### src/idh_pkg.sv
// package: constants shared by both ends of the dispatch link
`default_nettype none
package idh_pkg;
  localparam int OPC_W = 8;
  localparam int UADDR_W = 12;
  localparam int DATA_W = 16;
  localparam logic [3:0] DISPATCH_BASE = 4'h8;
  localparam int ISA_ROUTINE_LOCS = 1255;
  localparam int UROUTINE_LEN = 4;
  localparam int IRQ_ROUTINE_LEN = 3;
  localparam int HOLD_ROUTINE_LEN = 2;
  localparam logic [OPC_W-1:0] BREAKPOINT_OPC = 8'hff;
  localparam logic [2:0] IRQ_CMD_IDLE = 3'h0;
  localparam logic [2:0] IRQ_CMD_READ_VEC = 3'h5;
  localparam logic [2:0] IRQ_CMD_ACK = 3'h3;
endpackage : idh_pkg
`default_nettype wire

### src/idh_link_if.sv
// interface: link between the dispatch unit and its companion units
`default_nettype none
interface idh_link_if;
  import idh_pkg::*;
  logic [DATA_W-1:0] ad_bus;
  logic ad_valid;
  logic ad_ready;
  logic address_strobe;
  logic interrupt_request_n;
  logic hold_request_n;
  logic dma_enable_flag;
  logic dma_request_n;
  logic dma_ack_n;
  logic precharge_clock;
  logic phase_two_clock;
  logic irq_ctrl_bit_a;
  logic irq_ctrl_bit_b;
  logic irq_ctrl_bit_c;
  logic [DATA_W-1:0] vector_code;
  logic instr_end;
  modport control_unit(
    input ad_bus, ad_valid, interrupt_request_n, hold_request_n,
    input dma_ack_n, precharge_clock, phase_two_clock, vector_code,
    output ad_ready, irq_ctrl_bit_a, irq_ctrl_bit_b, irq_ctrl_bit_c,
    output instr_end
  );
  modport partner(
    output ad_bus, ad_valid, address_strobe, interrupt_request_n,
    output hold_request_n, dma_enable_flag, dma_request_n, dma_ack_n,
    output precharge_clock, phase_two_clock, vector_code,
    input ad_ready, irq_ctrl_bit_a, irq_ctrl_bit_b, irq_ctrl_bit_c,
    input instr_end
  );
endinterface : idh_link_if
`default_nettype wire

### src/idh_control_unit.sv
// control unit end: prefetch pipeline, dispatch and boundary arbitration
// Summary of operation
// - microroutines kept in a microcode store
// - words enter two-stage prefetch pipeline
// - stage two selected after previous routine
// - first address is constant plus opcode
// - next instruction unless request pending
// - hold wins over interrupt at boundary
// - one instruction runs after hold release
// - dma stops at machine cycle end
// - partner acknowledges dma request when enabled
// - partner freezes clocks on dma acknowledge
// - frozen during dma, resume same microinstruction
// - sample interrupt request at routine end
// - three microcode bits steer interrupt unit
// - vector read clears pending interrupt
// - sample hold request at routine end
// - resume exactly where hold was accepted
// - hardware hold ends high, breakpoint by pulse
// - partner syncs hold to strobe falling
`default_nettype none
module idh_control_unit
  import idh_pkg::*;
#(
  parameter int ROUTINE_LEN = UROUTINE_LEN
) (
  input wire logic mclk_i,
  input wire logic reset_n_i,
  idh_link_if.control_unit link,
  output logic [UADDR_W-1:0] uaddr_o,
  output logic [DATA_W-1:0] vector_o,
  output logic vector_valid_o,
  output logic in_hold_o,
  output logic running_o
);
  typedef enum logic [4:0] {
    ST_FILL = 5'b0_0001,
    ST_EXEC = 5'b0_0010,
    ST_IRQ = 5'b0_0100,
    ST_HOLD = 5'b0_1000,
    ST_REL = 5'b1_0000
  } idh_state_t;

  typedef struct packed {
    idh_state_t st;
    logic [DATA_W-1:0] stage_one;
    logic [DATA_W-1:0] stage_two;
    logic one_full;
    logic two_full;
    logic [UADDR_W-1:0] uaddr;
    logic [3:0] step;
    logic hold_by_breakpoint;
    logic saw_release;
    logic skip_irq;
    logic [2:0] irq_cmd;
    logic [DATA_W-1:0] vector;
    logic vector_valid;
    logic end_pulse;
    logic [2:0] clk_pc_s;
    logic [2:0] clk_p2_s;
    logic [1:0] irq_s;
    logic [1:0] hold_s;
    logic [1:0] ack_s;
  } idh_ctrl_t;

  idh_ctrl_t r;
  idh_ctrl_t next_r;
  logic frozen;
  logic mcycle;
  logic irq_req;
  logic hold_req;

  // partner levels are re-timed here: two cycles of lag (three for the clocks) buy a clean
  // decode should the partner ever move to another clock
  // dma freeze as seen through the two synchronised clocks
  assign frozen = !r.ack_s[1] && !r.clk_pc_s[2] && r.clk_p2_s[2];
  // one machine cycle completes on each rising edge of phase two
  assign mcycle = r.clk_p2_s[1] && !r.clk_p2_s[2] && !frozen;
  assign irq_req = !r.irq_s[1];
  assign hold_req = !r.hold_s[1];

  always_comb begin
    next_r = r;
    next_r.clk_pc_s = {r.clk_pc_s[1:0], link.precharge_clock};
    next_r.clk_p2_s = {r.clk_p2_s[1:0], link.phase_two_clock};
    next_r.irq_s = {r.irq_s[0], link.interrupt_request_n};
    next_r.hold_s = {r.hold_s[0], link.hold_request_n};
    next_r.ack_s = {r.ack_s[0], link.dma_ack_n};
    next_r.end_pulse = 1'b0;
    next_r.vector_valid = 1'b0;
    // prefetch: stage one hands on to stage two when it is free
    if (link.ad_valid && !r.one_full) begin
      next_r.stage_one = link.ad_bus;
      next_r.one_full = 1'b1;
    end
    if (r.one_full && !r.two_full) begin
      next_r.stage_two = r.stage_one;
      next_r.two_full = 1'b1;
      next_r.one_full = link.ad_valid && !r.one_full;
    end
    // all sequencing advances only on completed machine cycles
    if (mcycle) begin
      case (r.st)
        ST_FILL, ST_REL: begin
          // requests are looked at only here, at the boundary
          // a breakpoint hold is not re-entered on its own release cycle
          if (hold_req && !(r.st == ST_REL && r.hold_by_breakpoint)) begin
            next_r.st = ST_HOLD;
            next_r.hold_by_breakpoint = 1'b0;
            next_r.saw_release = 1'b0;
            next_r.step = '0;
          end else if (irq_req && !r.skip_irq) begin
            next_r.st = ST_IRQ;
            next_r.step = '0;
            next_r.irq_cmd = IRQ_CMD_READ_VEC;
          end else if (r.two_full) begin
            // dispatch from stage two; stage one moves up behind it
            next_r.uaddr = {DISPATCH_BASE,
                            r.stage_two[DATA_W-1 -: OPC_W]};
            next_r.two_full = 1'b0;
            next_r.skip_irq = 1'b0;
            next_r.step = '0;
            next_r.st = ST_EXEC;
            if (r.stage_two[DATA_W-1 -: OPC_W] == BREAKPOINT_OPC) begin
              next_r.st = ST_HOLD; // software breakpoint enters hold
              next_r.hold_by_breakpoint = 1'b1;
              next_r.saw_release = 1'b0;
            end
          end else begin
            next_r.st = ST_FILL;
          end
        end
        ST_EXEC: begin
          // microsequencer steps the store address inside the routine
          // fixed-length routines stand in for the store: every opcode but
          // the breakpoint takes ROUTINE_LEN machine cycles
          next_r.uaddr = r.uaddr + UADDR_W'(1);
          next_r.step = r.step + 4'(1);
          if (32'(r.step) == ROUTINE_LEN - 1) begin
            next_r.st = ST_FILL;
            next_r.end_pulse = 1'b1;
          end
        end
        ST_IRQ: begin
          // step one reads the vector and has the partner clear it
          next_r.step = r.step + 4'(1);
          if (r.step == 4'(1)) begin
            next_r.vector = link.vector_code;
            next_r.vector_valid = 1'b1;
            next_r.irq_cmd = IRQ_CMD_ACK;
          end
          if (32'(r.step) == IRQ_ROUTINE_LEN - 1) begin
            next_r.irq_cmd = IRQ_CMD_IDLE;
            next_r.st = ST_FILL;
            next_r.end_pulse = 1'b1;
          end
        end
        ST_HOLD: begin
          // pc/stage contents untouched, so execution resumes in place
          // a breakpoint pulse shorter than a machine cycle can be missed,
          // since the request is only looked at on machine cycles
          if (r.hold_by_breakpoint) begin
            if (hold_req) begin
              next_r.saw_release = 1'b1;
            end else if (r.saw_release) begin
              next_r.st = ST_REL;
              next_r.skip_irq = 1'b1;
            end
          end else if (!hold_req) begin
            next_r.st = ST_REL;
            next_r.skip_irq = 1'b1;
          end
        end
        default: begin
          next_r.st = ST_FILL;
        end
      endcase
    end
  end

  always_ff @(posedge mclk_i) begin
    if (!reset_n_i) begin
      r <= '0;
      r.st <= ST_FILL;
      // synchronisers start at idle levels so no false edge follows
      r.clk_pc_s <= 3'h7;
      r.irq_s <= 2'h3;
      r.hold_s <= 2'h3;
      r.ack_s <= 2'h3;
    end else begin
      r <= next_r;
    end
  end

  assign link.ad_ready = !r.one_full;
  assign link.irq_ctrl_bit_a = r.irq_cmd[0];
  assign link.irq_ctrl_bit_b = r.irq_cmd[1];
  assign link.irq_ctrl_bit_c = r.irq_cmd[2];
  assign link.instr_end = r.end_pulse;
  assign uaddr_o = r.uaddr;
  assign vector_o = r.vector;
  assign vector_valid_o = r.vector_valid;
  assign in_hold_o = (r.st == ST_HOLD);
  assign running_o = (r.st == ST_EXEC);
endmodule : idh_control_unit
`default_nettype wire

### src/flat_wrapper.sv
// flat-port wrapper written by rule: the top's interface ports become plain ports
module idh_control_unit_flat import idh_pkg::*;
#(
  parameter int ROUTINE_LEN = UROUTINE_LEN
)
  (mclk_i, reset_n_i, uaddr_o, vector_o, vector_valid_o, in_hold_o, running_o, link_ad_bus, link_ad_valid, link_interrupt_request_n, link_hold_request_n, link_dma_ack_n, link_precharge_clock, link_phase_two_clock, link_vector_code, link_ad_ready, link_irq_ctrl_bit_a, link_irq_ctrl_bit_b, link_irq_ctrl_bit_c, link_instr_end);
  idh_link_if link_i ();
  input wire logic mclk_i;
  input wire logic reset_n_i;
  output logic [UADDR_W-1:0] uaddr_o;
  output logic [DATA_W-1:0] vector_o;
  output logic vector_valid_o;
  output logic in_hold_o;
  output logic running_o;
  input wire logic [$bits(link_i.ad_bus)-1:0] link_ad_bus;
  input wire logic [$bits(link_i.ad_valid)-1:0] link_ad_valid;
  input wire logic [$bits(link_i.interrupt_request_n)-1:0] link_interrupt_request_n;
  input wire logic [$bits(link_i.hold_request_n)-1:0] link_hold_request_n;
  input wire logic [$bits(link_i.dma_ack_n)-1:0] link_dma_ack_n;
  input wire logic [$bits(link_i.precharge_clock)-1:0] link_precharge_clock;
  input wire logic [$bits(link_i.phase_two_clock)-1:0] link_phase_two_clock;
  input wire logic [$bits(link_i.vector_code)-1:0] link_vector_code;
  output wire logic [$bits(link_i.ad_ready)-1:0] link_ad_ready;
  output wire logic [$bits(link_i.irq_ctrl_bit_a)-1:0] link_irq_ctrl_bit_a;
  output wire logic [$bits(link_i.irq_ctrl_bit_b)-1:0] link_irq_ctrl_bit_b;
  output wire logic [$bits(link_i.irq_ctrl_bit_c)-1:0] link_irq_ctrl_bit_c;
  output wire logic [$bits(link_i.instr_end)-1:0] link_instr_end;
  assign link_i.ad_bus = link_ad_bus;
  assign link_i.ad_valid = link_ad_valid;
  assign link_i.interrupt_request_n = link_interrupt_request_n;
  assign link_i.hold_request_n = link_hold_request_n;
  assign link_i.dma_ack_n = link_dma_ack_n;
  assign link_i.precharge_clock = link_precharge_clock;
  assign link_i.phase_two_clock = link_phase_two_clock;
  assign link_i.vector_code = link_vector_code;
  assign link_ad_ready = link_i.ad_ready;
  assign link_irq_ctrl_bit_a = link_i.irq_ctrl_bit_a;
  assign link_irq_ctrl_bit_b = link_i.irq_ctrl_bit_b;
  assign link_irq_ctrl_bit_c = link_i.irq_ctrl_bit_c;
  assign link_instr_end = link_i.instr_end;
  idh_control_unit #(.ROUTINE_LEN(ROUTINE_LEN)) u_core (.mclk_i(mclk_i), .reset_n_i(reset_n_i), .link(link_i), .uaddr_o(uaddr_o), .vector_o(vector_o), .vector_valid_o(vector_valid_o), .in_hold_o(in_hold_o), .running_o(running_o));
endmodule
### config.mk
export PLATFORM = sky130hd
export DESIGN_NAME = idh_control_unit_flat
export DESIGN_NICKNAME = d
export VERILOG_FILES = /design/src/idh_pkg.sv /design/src/idh_link_if.sv /design/src/idh_control_unit.sv /design/src/flat_wrapper.sv
export SDC_FILE = /design/constraint.sdc
export NUM_CORES = 1
export LEC_CHECK = 0
export BUFFER_PORTS_ARGS = -buffer_cell sky130_fd_sc_hd__buf_2
export CAP_MARGIN = 0
export CORE_MARGIN = 2
export CORE_UTILIZATION = 40
export CTS_BUF_LIST = sky130_fd_sc_hd__clkbuf_8
export CTS_CLUSTER_SIZE = 8
export DETAILED_ROUTE_END_ITERATION = 6
export GPL_TIMING_DRIVEN = 0
export SLEW_MARGIN = 20
export SYNTH_ARGS = -nofsm -noshare
export SYNTH_HDL_FRONTEND = slang
export SYNTH_SLANG_ARGS = --single-unit
### constraint.sdc
create_clock -name mclk_i -period 2.6 [get_ports mclk_i]
set_clock_uncertainty 0.1 [all_clocks]
set_input_delay 0.52 -clock mclk_i [delete_from_list [all_inputs] [get_ports mclk_i]]
set_output_delay 0.52 -clock mclk_i [all_outputs]
set_load 0.01 [all_outputs]
-- Word level (Yosys, flattened, before mapping)
Cells that the tools add are included.
- register bits: 91
- input port bits: 40
- output and inout port bits: 36
- $add $sub $neg: 2
- equality and inequality tests: 25
- mux-type cells: 41
- reduce and logical (&&, ||, !) cells: 38
- operators by type and width (operator ; number):
    5-bit two-way mux ; 9
    41-bit two-way mux ; 1
    20-bit two-way mux ; 2
    13-bit two-way mux ; 2
    12-bit case mux with 2 select lines ; 1
    5-bit case mux with 4 select lines ; 1
    5-bit AND reduction ; 4
    17-bit two-way mux ; 1
    2-bit by 1-bit inequality test with 1-bit output (second input constant) ; 7
    7-bit AND reduction ; 2
    2-bit nonzero test ; 7
    12-bit by 1-bit adder with 12-bit output (second input constant) ; 1
    4-bit two-way mux ; 3
    1-bit two-way mux ; 11
    1-bit zero test ; 10
    1-bit logical AND ; 9
    3-bit two-way mux ; 3
    3-bit by 1-bit inequality test with 1-bit output (second input constant) ; 3
    3-bit AND reduction ; 3
    4-bit by 2-bit equality test with 1-bit output (second input constant) ; 2
    8-bit equality test (second input constant) ; 1
    4-bit case mux with 2 select lines ; 1
    6-bit two-way mux ; 1
    2-bit inequality test (second input constant) ; 3
    16 further kinds ; 18

-- Depth between registers and ports, before layout
Gate-level depths: netlist of run 1.
- depth after elaboration: 9
- depth in mapped cells: 7
- depth with buffers taken out: 6

-- Worst setup path after synthesis of run 1
OpenSTA, ideal clock, no wires.
- kind: reg-to-reg
- from: reg u_core.r[88] (netlist name)
- to: reg u_core.r (netlist bit u_core.link.irq_ctrl_bit_a)
- setup time: 88 ps
- arrival time: 1572 ps
- path slack: 840 ps
- cell stages (with the launch flop): 7
- path buffers: 1
- period minus slack after synthesis: 1760 ps
- cell sequence: dfxtp_1 buf_6 and4bb_1 a21oi_2 or3_4 and3b_1 a311oi_2
- word-level cells in the longest chain between the ends: 6
- ends and longest elaborated chain (element ; RTL line ; source):
    start, declared ; idh_control_unit.sv:66 ; idh_ctrl_t r;
    start signal, assigned ; idh_control_unit.sv:191 ; r <= next_r;
    5-bit equality test ; idh_control_unit.sv:103, idh_control_unit.sv:107 ;
    1-bit logical AND ; idh_control_unit.sv:107 ; if (hold_req && !(r.st == ST_REL && r.hold_by_breakpoint)) begin
    1-bit zero test ; idh_control_unit.sv:107 ;
    1-bit logical AND ; idh_control_unit.sv:107 ;
    2-bit inequality test (no source line) ; - ;
    5-bit AND reduction (no source line) ; - ;
Several ways; a longest one is shown, not always the timed one.
A chain may end at the register's enable or synchronous reset.

-- Final worst setup path of run 1
- from: reg u_core.r[87] (netlist name)
- to: out in_hold_o
- word-level cells in the longest chain between the ends: 1
- ends and longest elaborated chain (element ; RTL line ; source):
    5-bit by 4-bit equality test with 1-bit output ; idh_control_unit.sv:203 ; assign in_hold_o = (r.st == ST_HOLD);
    end, declared ; flat_wrapper.sv:13 ; output logic in_hold_o;
No other way between the ends.

==> results.py, run 1 <==
metrics = {
    "worst_setup_path": {
        "cp-start-kind": "flop",
        "worst_path_max_delay_cell": "dfxtp_1",
        "required_ps": 1980,
        "r2r_start": "u_core.r[90]",
        "critPathArrivalTime_ps": 1670,
        "cp_num_buf_inv": 2,
        "critical_path.top_delay_family": "simple AND/OR/NAND/NOR gates",
        "crit_chain": "nor2_1 -> and3_1 -> clkbuf_1 -> buf_2",
        "ff2ff_path_depth": 5,
        "timing.rr.end": "u_core.uaddr_o[5]",
        "r2r_slack_ps": 550,
        "cp-end-kind": "primary output",
        "crit_type": "reg2out",
        "crit_fanout": 7,
        "critical_path.max_stage_delay_ps": 390,
    },
    "place": {
        "gp_congestion": 0.8466,
        "pre_cts_slack_ps": 534.1,
        "dp.cells": 550,
        "io_buffers": 64,
        "hpwl_mm": 5.430,
    },
    "hold_path": {
        "min_path_type": "in2reg",
        "min_path_cells": 2,
        "hp-start": "link_hold_request_n",
        "holdPathEnd": "u_core.next_r[3]",
    },
    "layout": {
        "n_antenna_cell": 0,
        "final_nets": 500,
        "mostFrequentLayoutCell": "dfxtp_1",
        "nFillCells": 818,
        "mostFrequentLayoutCells": "dfxtp_1, buf_2, nor2_1",
        "drive_gt1_share_pct": 27.11,
        "fin_cells": 566,
        "area_growth_pct": 19.07,
    },
    "synth": {
        "syn_nets": 425,
        "synth_flop_cell": "dfxtp_1",
        "ys_seq_area_share_pct": 42.30,
        "synth_area_um2": 3313,
        "synth_edf_count": 0,
        "yosys_register_bits": 70,
        "ys_types": 61,
        "synthCells": 381,
        "yosysWarnings": 0,
        "postSynthAreaPerCell_um2": 8.696,
        "async_reset_ff_share_pct": 0,
    },
    "routing": {
        "drc": 0,
        "vias_per_cell": 5.053,
        "via_count": 2860,
        "firstDrtPassIters": 4,
        "drt_wl_total_mm": 7.515,
        "wl_per_cell_um": 13.28,
        "drt_iter0_markers": 131,
        "antenna_left": 0,
    },
    "clock_tree": {
        "insertion_delay_ps": 350,
        "cts-root-buf": "clkbuf_8",
        "numCtsBuffers": 9,
        "clock_sinks": 70,
        "cts_tree": "built",
        "postCtsSetupBuffers": 0,
        "cts_hold_buf": 0,
        "cts-resized-gates": 0,
        "clock_path_buffers": 2,
        "cts-htree-levels": 3,
        "path_clk_slew_ps": 90,
    },
    "die": {
        "die_area_um2": 9027,
        "ios": 76,
        "die_h_um": 95.01,
        "dieWidth_um": 95.01,
        "core_um2": 8134,
        "row_count": 33,
        "initial_core_util_pct": 40.73,
    },
    "power_and_ir_drop": {
        "p_clk_share_pct": 39.9,
        "sw_frac_of_total_pct": 26.72,
        "total_power_mw": 2.046,
        "power_density_nw_per_um2": 518.7,
        "power_frac_seq_pct": 54.0,
        "internal-power_mw": 1.500,
        "p_leak_nw": 1.825,
        "p_sw_mw": 0.5467,
        "max-vdd-ir-drop_uv": 266.0,
        "combPwrFrac_pct": 6.0,
    },
    "global_routing": {
        "antenna_found_initial": 0,
        "grt_start_max_net_pins": 15,
        "grt_pass1_wl_mm": 12.79,
        "grt_usage_pct": 18.00,
        "grt-ovfl-total": 0,
        "grt_pass1_vias": 2668,
    },
    "sta": {
        "layout_setup_ws_ps": 311.2,
        "setup_violations": 0,
        "finalHoldViolations": 0,
        "finalCriticalPeriod_ps": 2289,
        "finalSetupTns_ps": 0,
        "slew_violations": 0,
        "min_period_over_period_pct": 88.03,
        "worst_pin_slew_ps": 638.0,
        "hold_ws_ps": 246.1,
        "timing.fmax_mhz": 436.9,
        "max_slew_margin_pct": 57.46,
        "rsz0062_at_grt": "no",
    },
    "run": {
        "maxCapViolations": 0,
    },
    "status": {
        "status": "finished, final reports clean",
    },
}
## Yosys cell counts (2+ instances only)
master | n | area share, %
o31ai_1 | 2 | 0.45
dfxtp_1 | 70 | 42
buf_2 | 3 | 0.45
and3_1 | 3 | 0.57
a211oi_1 | 2 | 0.45
mux2i_1 | 26 | 7.9
nand2_1 | 37 | 4.2
clkinv_1 | 2 | 0.23
o21a_1 | 2 | 0.45
nor2b_1 | 6 | 1.1
o21ai_0 | 12 | 1.8
a221oi_1 | 3 | 0.79
or3_1 | 3 | 0.57
nor2_2 | 2 | 0.38
a21oi_1 | 24 | 3.6
o2111a_1 | 2 | 0.68
o2111ai_1 | 2 | 0.53
clkbuf_1 | 12 | 1.4
o21ai_1 | 4 | 0.60
nand3_1 | 11 | 1.7
ha_1 | 4 | 1.5
a31oi_1 | 3 | 0.57
nor2_1 | 48 | 5.4
nand4_1 | 6 | 1.1
o221a_2 | 3 | 1.0
nand2b_1 | 6 | 1.1
o22ai_1 | 4 | 0.76
and2_1 | 5 | 0.94
o21bai_1 | 2 | 0.45
nor3_1 | 7 | 1.1
buf_4 | 29 | 6.6
inv_1 | 6 | 0.68
nor4_1 | 2 | 0.38
## layer usage
metal	vias up	track usage (%)	share of wire [%]
li1	1473	-	-
met1	1278	25.65	49
met2	96	26.48	42
met3	13	3.715	6.2
met4	0	7.367	2.1
met5	-	0	0
## layout make-up
type / count / area [µm²] / area share (%)
inverter: 8 / 30.03 / 0.7612
tap: 105 / 131.4 / 3.330
clock buffer: 9 / 123.9 / 3.140
timing repair buffer: 64 / 320.3 / 8.119
sequential: 70 / 1401 / 35.52
multi-input combinational: 257 / 1589 / 40.28
buffer: 46 / 292.8 / 7.422
clock inverter: 7 / 56.30 / 1.427
## power by group through the flow
stage	clock network [mW]	registers, mW	logic (mW)
6_report	0.817	1.11	0.124
5_1_grt	0.888	1.11	0.140
4_1_cts	0.839	1.11	0.125
3_5_place_dp	0	1.13	0.124
3_3_place_gp	0	1.13	0.123
2_1_floorplan	0	1.13	0.0787
## state kept, by name (all words and copies together) (netlist names)
signal                      cells
u_core.link.instr_end           1
u_core.link.irq_ctrl_bit_a      1
u_core.link.irq_ctrl_bit_b      1
u_core.link.irq_ctrl_bit_c      1
u_core.next_r                   4
u_core.r                       33
u_core.uaddr_o                 12
u_core.vector_o                16
u_core.vector_valid_o           1
## stage by stage
| step | util [%] | area, µm² |
|---|---|---|
| floorplan | - | 3313 |
| global placement | 46.29 | 3765 |
| detailed placement | 46.29 | 3765 |
| CTS | 48.50 | 3945 |
| global route | 48.50 | 3945 |
| finish | 48.50 | 3945 |
## logic make-up after synthesis
family | count (synthesis) | share of synthesized area (%)
compound gates | 77 | 15.90
xor+xnor | 2 | 0.5288
fa+ha+maj | 4 | 1.511
buf+inv | 54 | 9.743
flops | 70 | 42.30
mux | 26 | 7.855
simple gates | 148 | 22.17
## how the worst max path moves through the flow
stage | startpoint | end | cells after the start
5_1_grt | u_core.r[86] | in_hold_o | 4
4_1_cts | u_core.r[87] | in_hold_o | 4
3_5_place_dp | reset_n_i | u_core.uaddr_o[2] | 4
2_1_floorplan | u_core.r[88] | u_core.link.irq_ctrl_bit_a | 6
3_3_place_gp | reset_n_i | u_core.uaddr_o[2] | 4
6_report | u_core.r[87] | in_hold_o | 4
(Power assumes the default switching activity.)
==> run 2: changes to the inputs <==
PLACE_DENSITY_LB_ADDON = 0.3   (was unset)
==> run 2 against run 1 <==
Effect of this change:
- power increased by 9.5%
- setup slack improved by 18 ps
- die area is the same
- sequential power is essentially flat
- cell count is the same
- fmax increased by 0.79%
- critical path type unchanged
- largest cell class unchanged
- highest routed layer unchanged
==> results.py, run 2 (same netlist as run 1, synthesis figures left out) <==
metrics = {
    "worst_setup_path": {
        "cp-end-kind": "primary output",
        "cp_num_buf_inv": 2,
        "timing.rr.end": "u_core.vector_o[0]",
        "critical_path.max_stage_delay_ps": 390,
        "ff2ff_path_depth": 7,
        "worst_path_max_delay_cell": "dfxtp_1",
        "crit_fanout": 7,
        "r2r_slack_ps": 530,
        "cp-start-kind": "flop",
        "r2r_start": "u_core.r[87]",
        "critPathArrivalTime_ps": 1650,
        "crit_chain": "nor2_1 -> and3_1 -> clkbuf_1 -> buf_2",
        "critical_path.top_delay_family": "simple AND/OR/NAND/NOR gates",
        "crit_type": "reg2out",
        "required_ps": 1980,
    },
    "layout": {
        "fin_cells": 566,
        "mostFrequentLayoutCells": "dfxtp_1, buf_2, nor2_1",
        "multi_input_comb_area_um2": 1589,
        "final_nets": 500,
        "seqCellArea_um2": 1401,
        "mostFrequentLayoutCell": "dfxtp_1",
        "n_antenna_cell": 0,
        "largest-register": "u_core.r",
        "largest_reg_flops": 33,
        "design_area_um2": 3998,
        "drive_gt1_share_pct": 27.11,
        "area_growth_pct": 20.66,
        "nFillCells": 789,
    },
    "die": {
        "die_h_um": 95.01,
        "row_count": 33,
        "initial_core_util_pct": 40.73,
        "dieWidth_um": 95.01,
        "core_um2": 8134,
        "die_area_um2": 9027,
        "ios": 76,
    },
    "routing": {
        "drc": 0,
        "drt_wl_total_mm": 7.589,
        "drt_iter0_markers": 221,
        "wl_per_cell_um": 13.41,
        "antenna_left": 0,
        "vias_per_cell": 5.113,
        "via_count": 2894,
        "firstDrtPassIters": 4,
    },
    "global_routing": {
        "grt_usage_pct": 18.31,
        "grt_pass1_wl_mm": 13.03,
        "grt_start_max_net_pins": 13,
        "grt-ovfl-total": 0,
        "grt_pass1_vias": 2812,
        "antenna_found_initial": 0,
    },
    "sta": {
        "worst_pin_slew_ps": 584.5,
        "finalSetupTns_ps": 0,
        "hold_ws_ps": 252.4,
        "min_period_over_period_pct": 87.34,
        "setup_violations": 0,
        "finalHoldViolations": 0,
        "max_slew_margin_pct": 61.04,
        "rsz0062_at_grt": "no",
        "timing.fmax_mhz": 440.4,
        "finalCriticalPeriod_ps": 2271,
        "slew_violations": 0,
    },
    "hold_path": {
        "holdPathEnd": "u_core.next_r[5]",
        "min_path_cells": 2,
        "min_path_type": "in2reg",
        "hp-start": "link_interrupt_request_n",
    },
    "power_and_ir_drop": {
        "total_power_mw": 2.240,
        "max-vdd-ir-drop_uv": 283.9,
        "power_density_nw_per_um2": 560.4,
        "p_leak_nw": 1.849,
    },
    "place": {
        "gp_congestion": 0.8810,
        "io_buffers": 64,
        "hpwl_mm": 5.556,
        "postPlaceCellArea_um2": 3765,
        "dp.cells": 550,
    },
    "clock_tree": {
        "clock_sinks": 70,
        "cts_hold_buf": 0,
        "cts-root-buf": "clkbuf_8",
        "insertion_delay_ps": 340,
        "numCtsBuffers": 9,
        "cts-htree-levels": 3,
        "path_clk_slew_ps": 80,
        "cts-resized-gates": 0,
        "postCtsSetupBuffers": 0,
        "clock_path_buffers": 2,
        "cts_tree": "built",
    },
    "run": {
        "maxCapViolations": 0,
    },
    "status": {
        "status": "finished, final reports clean",
    },
}
## run 2: cell count changes in the layout (fill, tap and decap cells not counted), sizes merged
cell    before  now
clkbuf      21   23
inv         10    6
bufinv       0    2
## run 2: worst max path at each step
stage | start | to | slack [ps] | cells past startpoint
after floorplan | u_core.r[88] | u_core.link.irq_ctrl_bit_a | 840 | 6
after global placement | reset_n_i | u_core.uaddr_o[2] | 580 | 4
after detailed placement | u_core.r[87] | u_core.vector_o[0] | 520 | 7
after CTS | u_core.r[86] | in_hold_o | 330 | 4
after global routing | u_core.r[86] | in_hold_o | 200 | 4
final | u_core.r[87] | in_hold_o | 330 | 4
## run 2: per-stage QoR
stage	setup slack, ps	util, %
global route	204.4	49.15
global placement	575.5	46.29
detailed placement	522.4	46.29
floorplan	840.2	-
CTS	325.1	49.15
finish	329.1	49.15
## run 2: worst reg2reg max path, delay by kind of cell (launching register included)
kind | cells | cell delay (ps)
and+or+nand+nor | 4 | 820
muxes | 1 | 200
buffers and inverters | 2 | 450
DFF | 1 | 390
## run 2: per-layer routing
metal  share of wire (%)  GRT usage (%)  up-vias
li1                    -              -     1472
met1                  46          24.32     1309
met2                  46          28.37      104
met3                 6.8          4.506        9
met4                 1.6          7.850        0
met5                   0              0        -
## run 2: area by class of cell
| cell class | count | area share (%) |
|---|---|---|
| buffer | 46 | 7.324 |
| clock buffer | 11 | 3.787 |
| clock inverter | 5 | 2.034 |
| inverter | 8 | 0.7512 |
| multi-input combinational | 257 | 39.75 |
| sequential | 70 | 35.05 |
| tap | 105 | 3.286 |
| timing repair buffer | 64 | 8.013 |
## run 2: where the power goes
group / switching (mW) / internal (mW)
sequential: 0.0155 / 1.09
clock: 0.419 / 0.593
combinational: 0.0727 / 0.0499
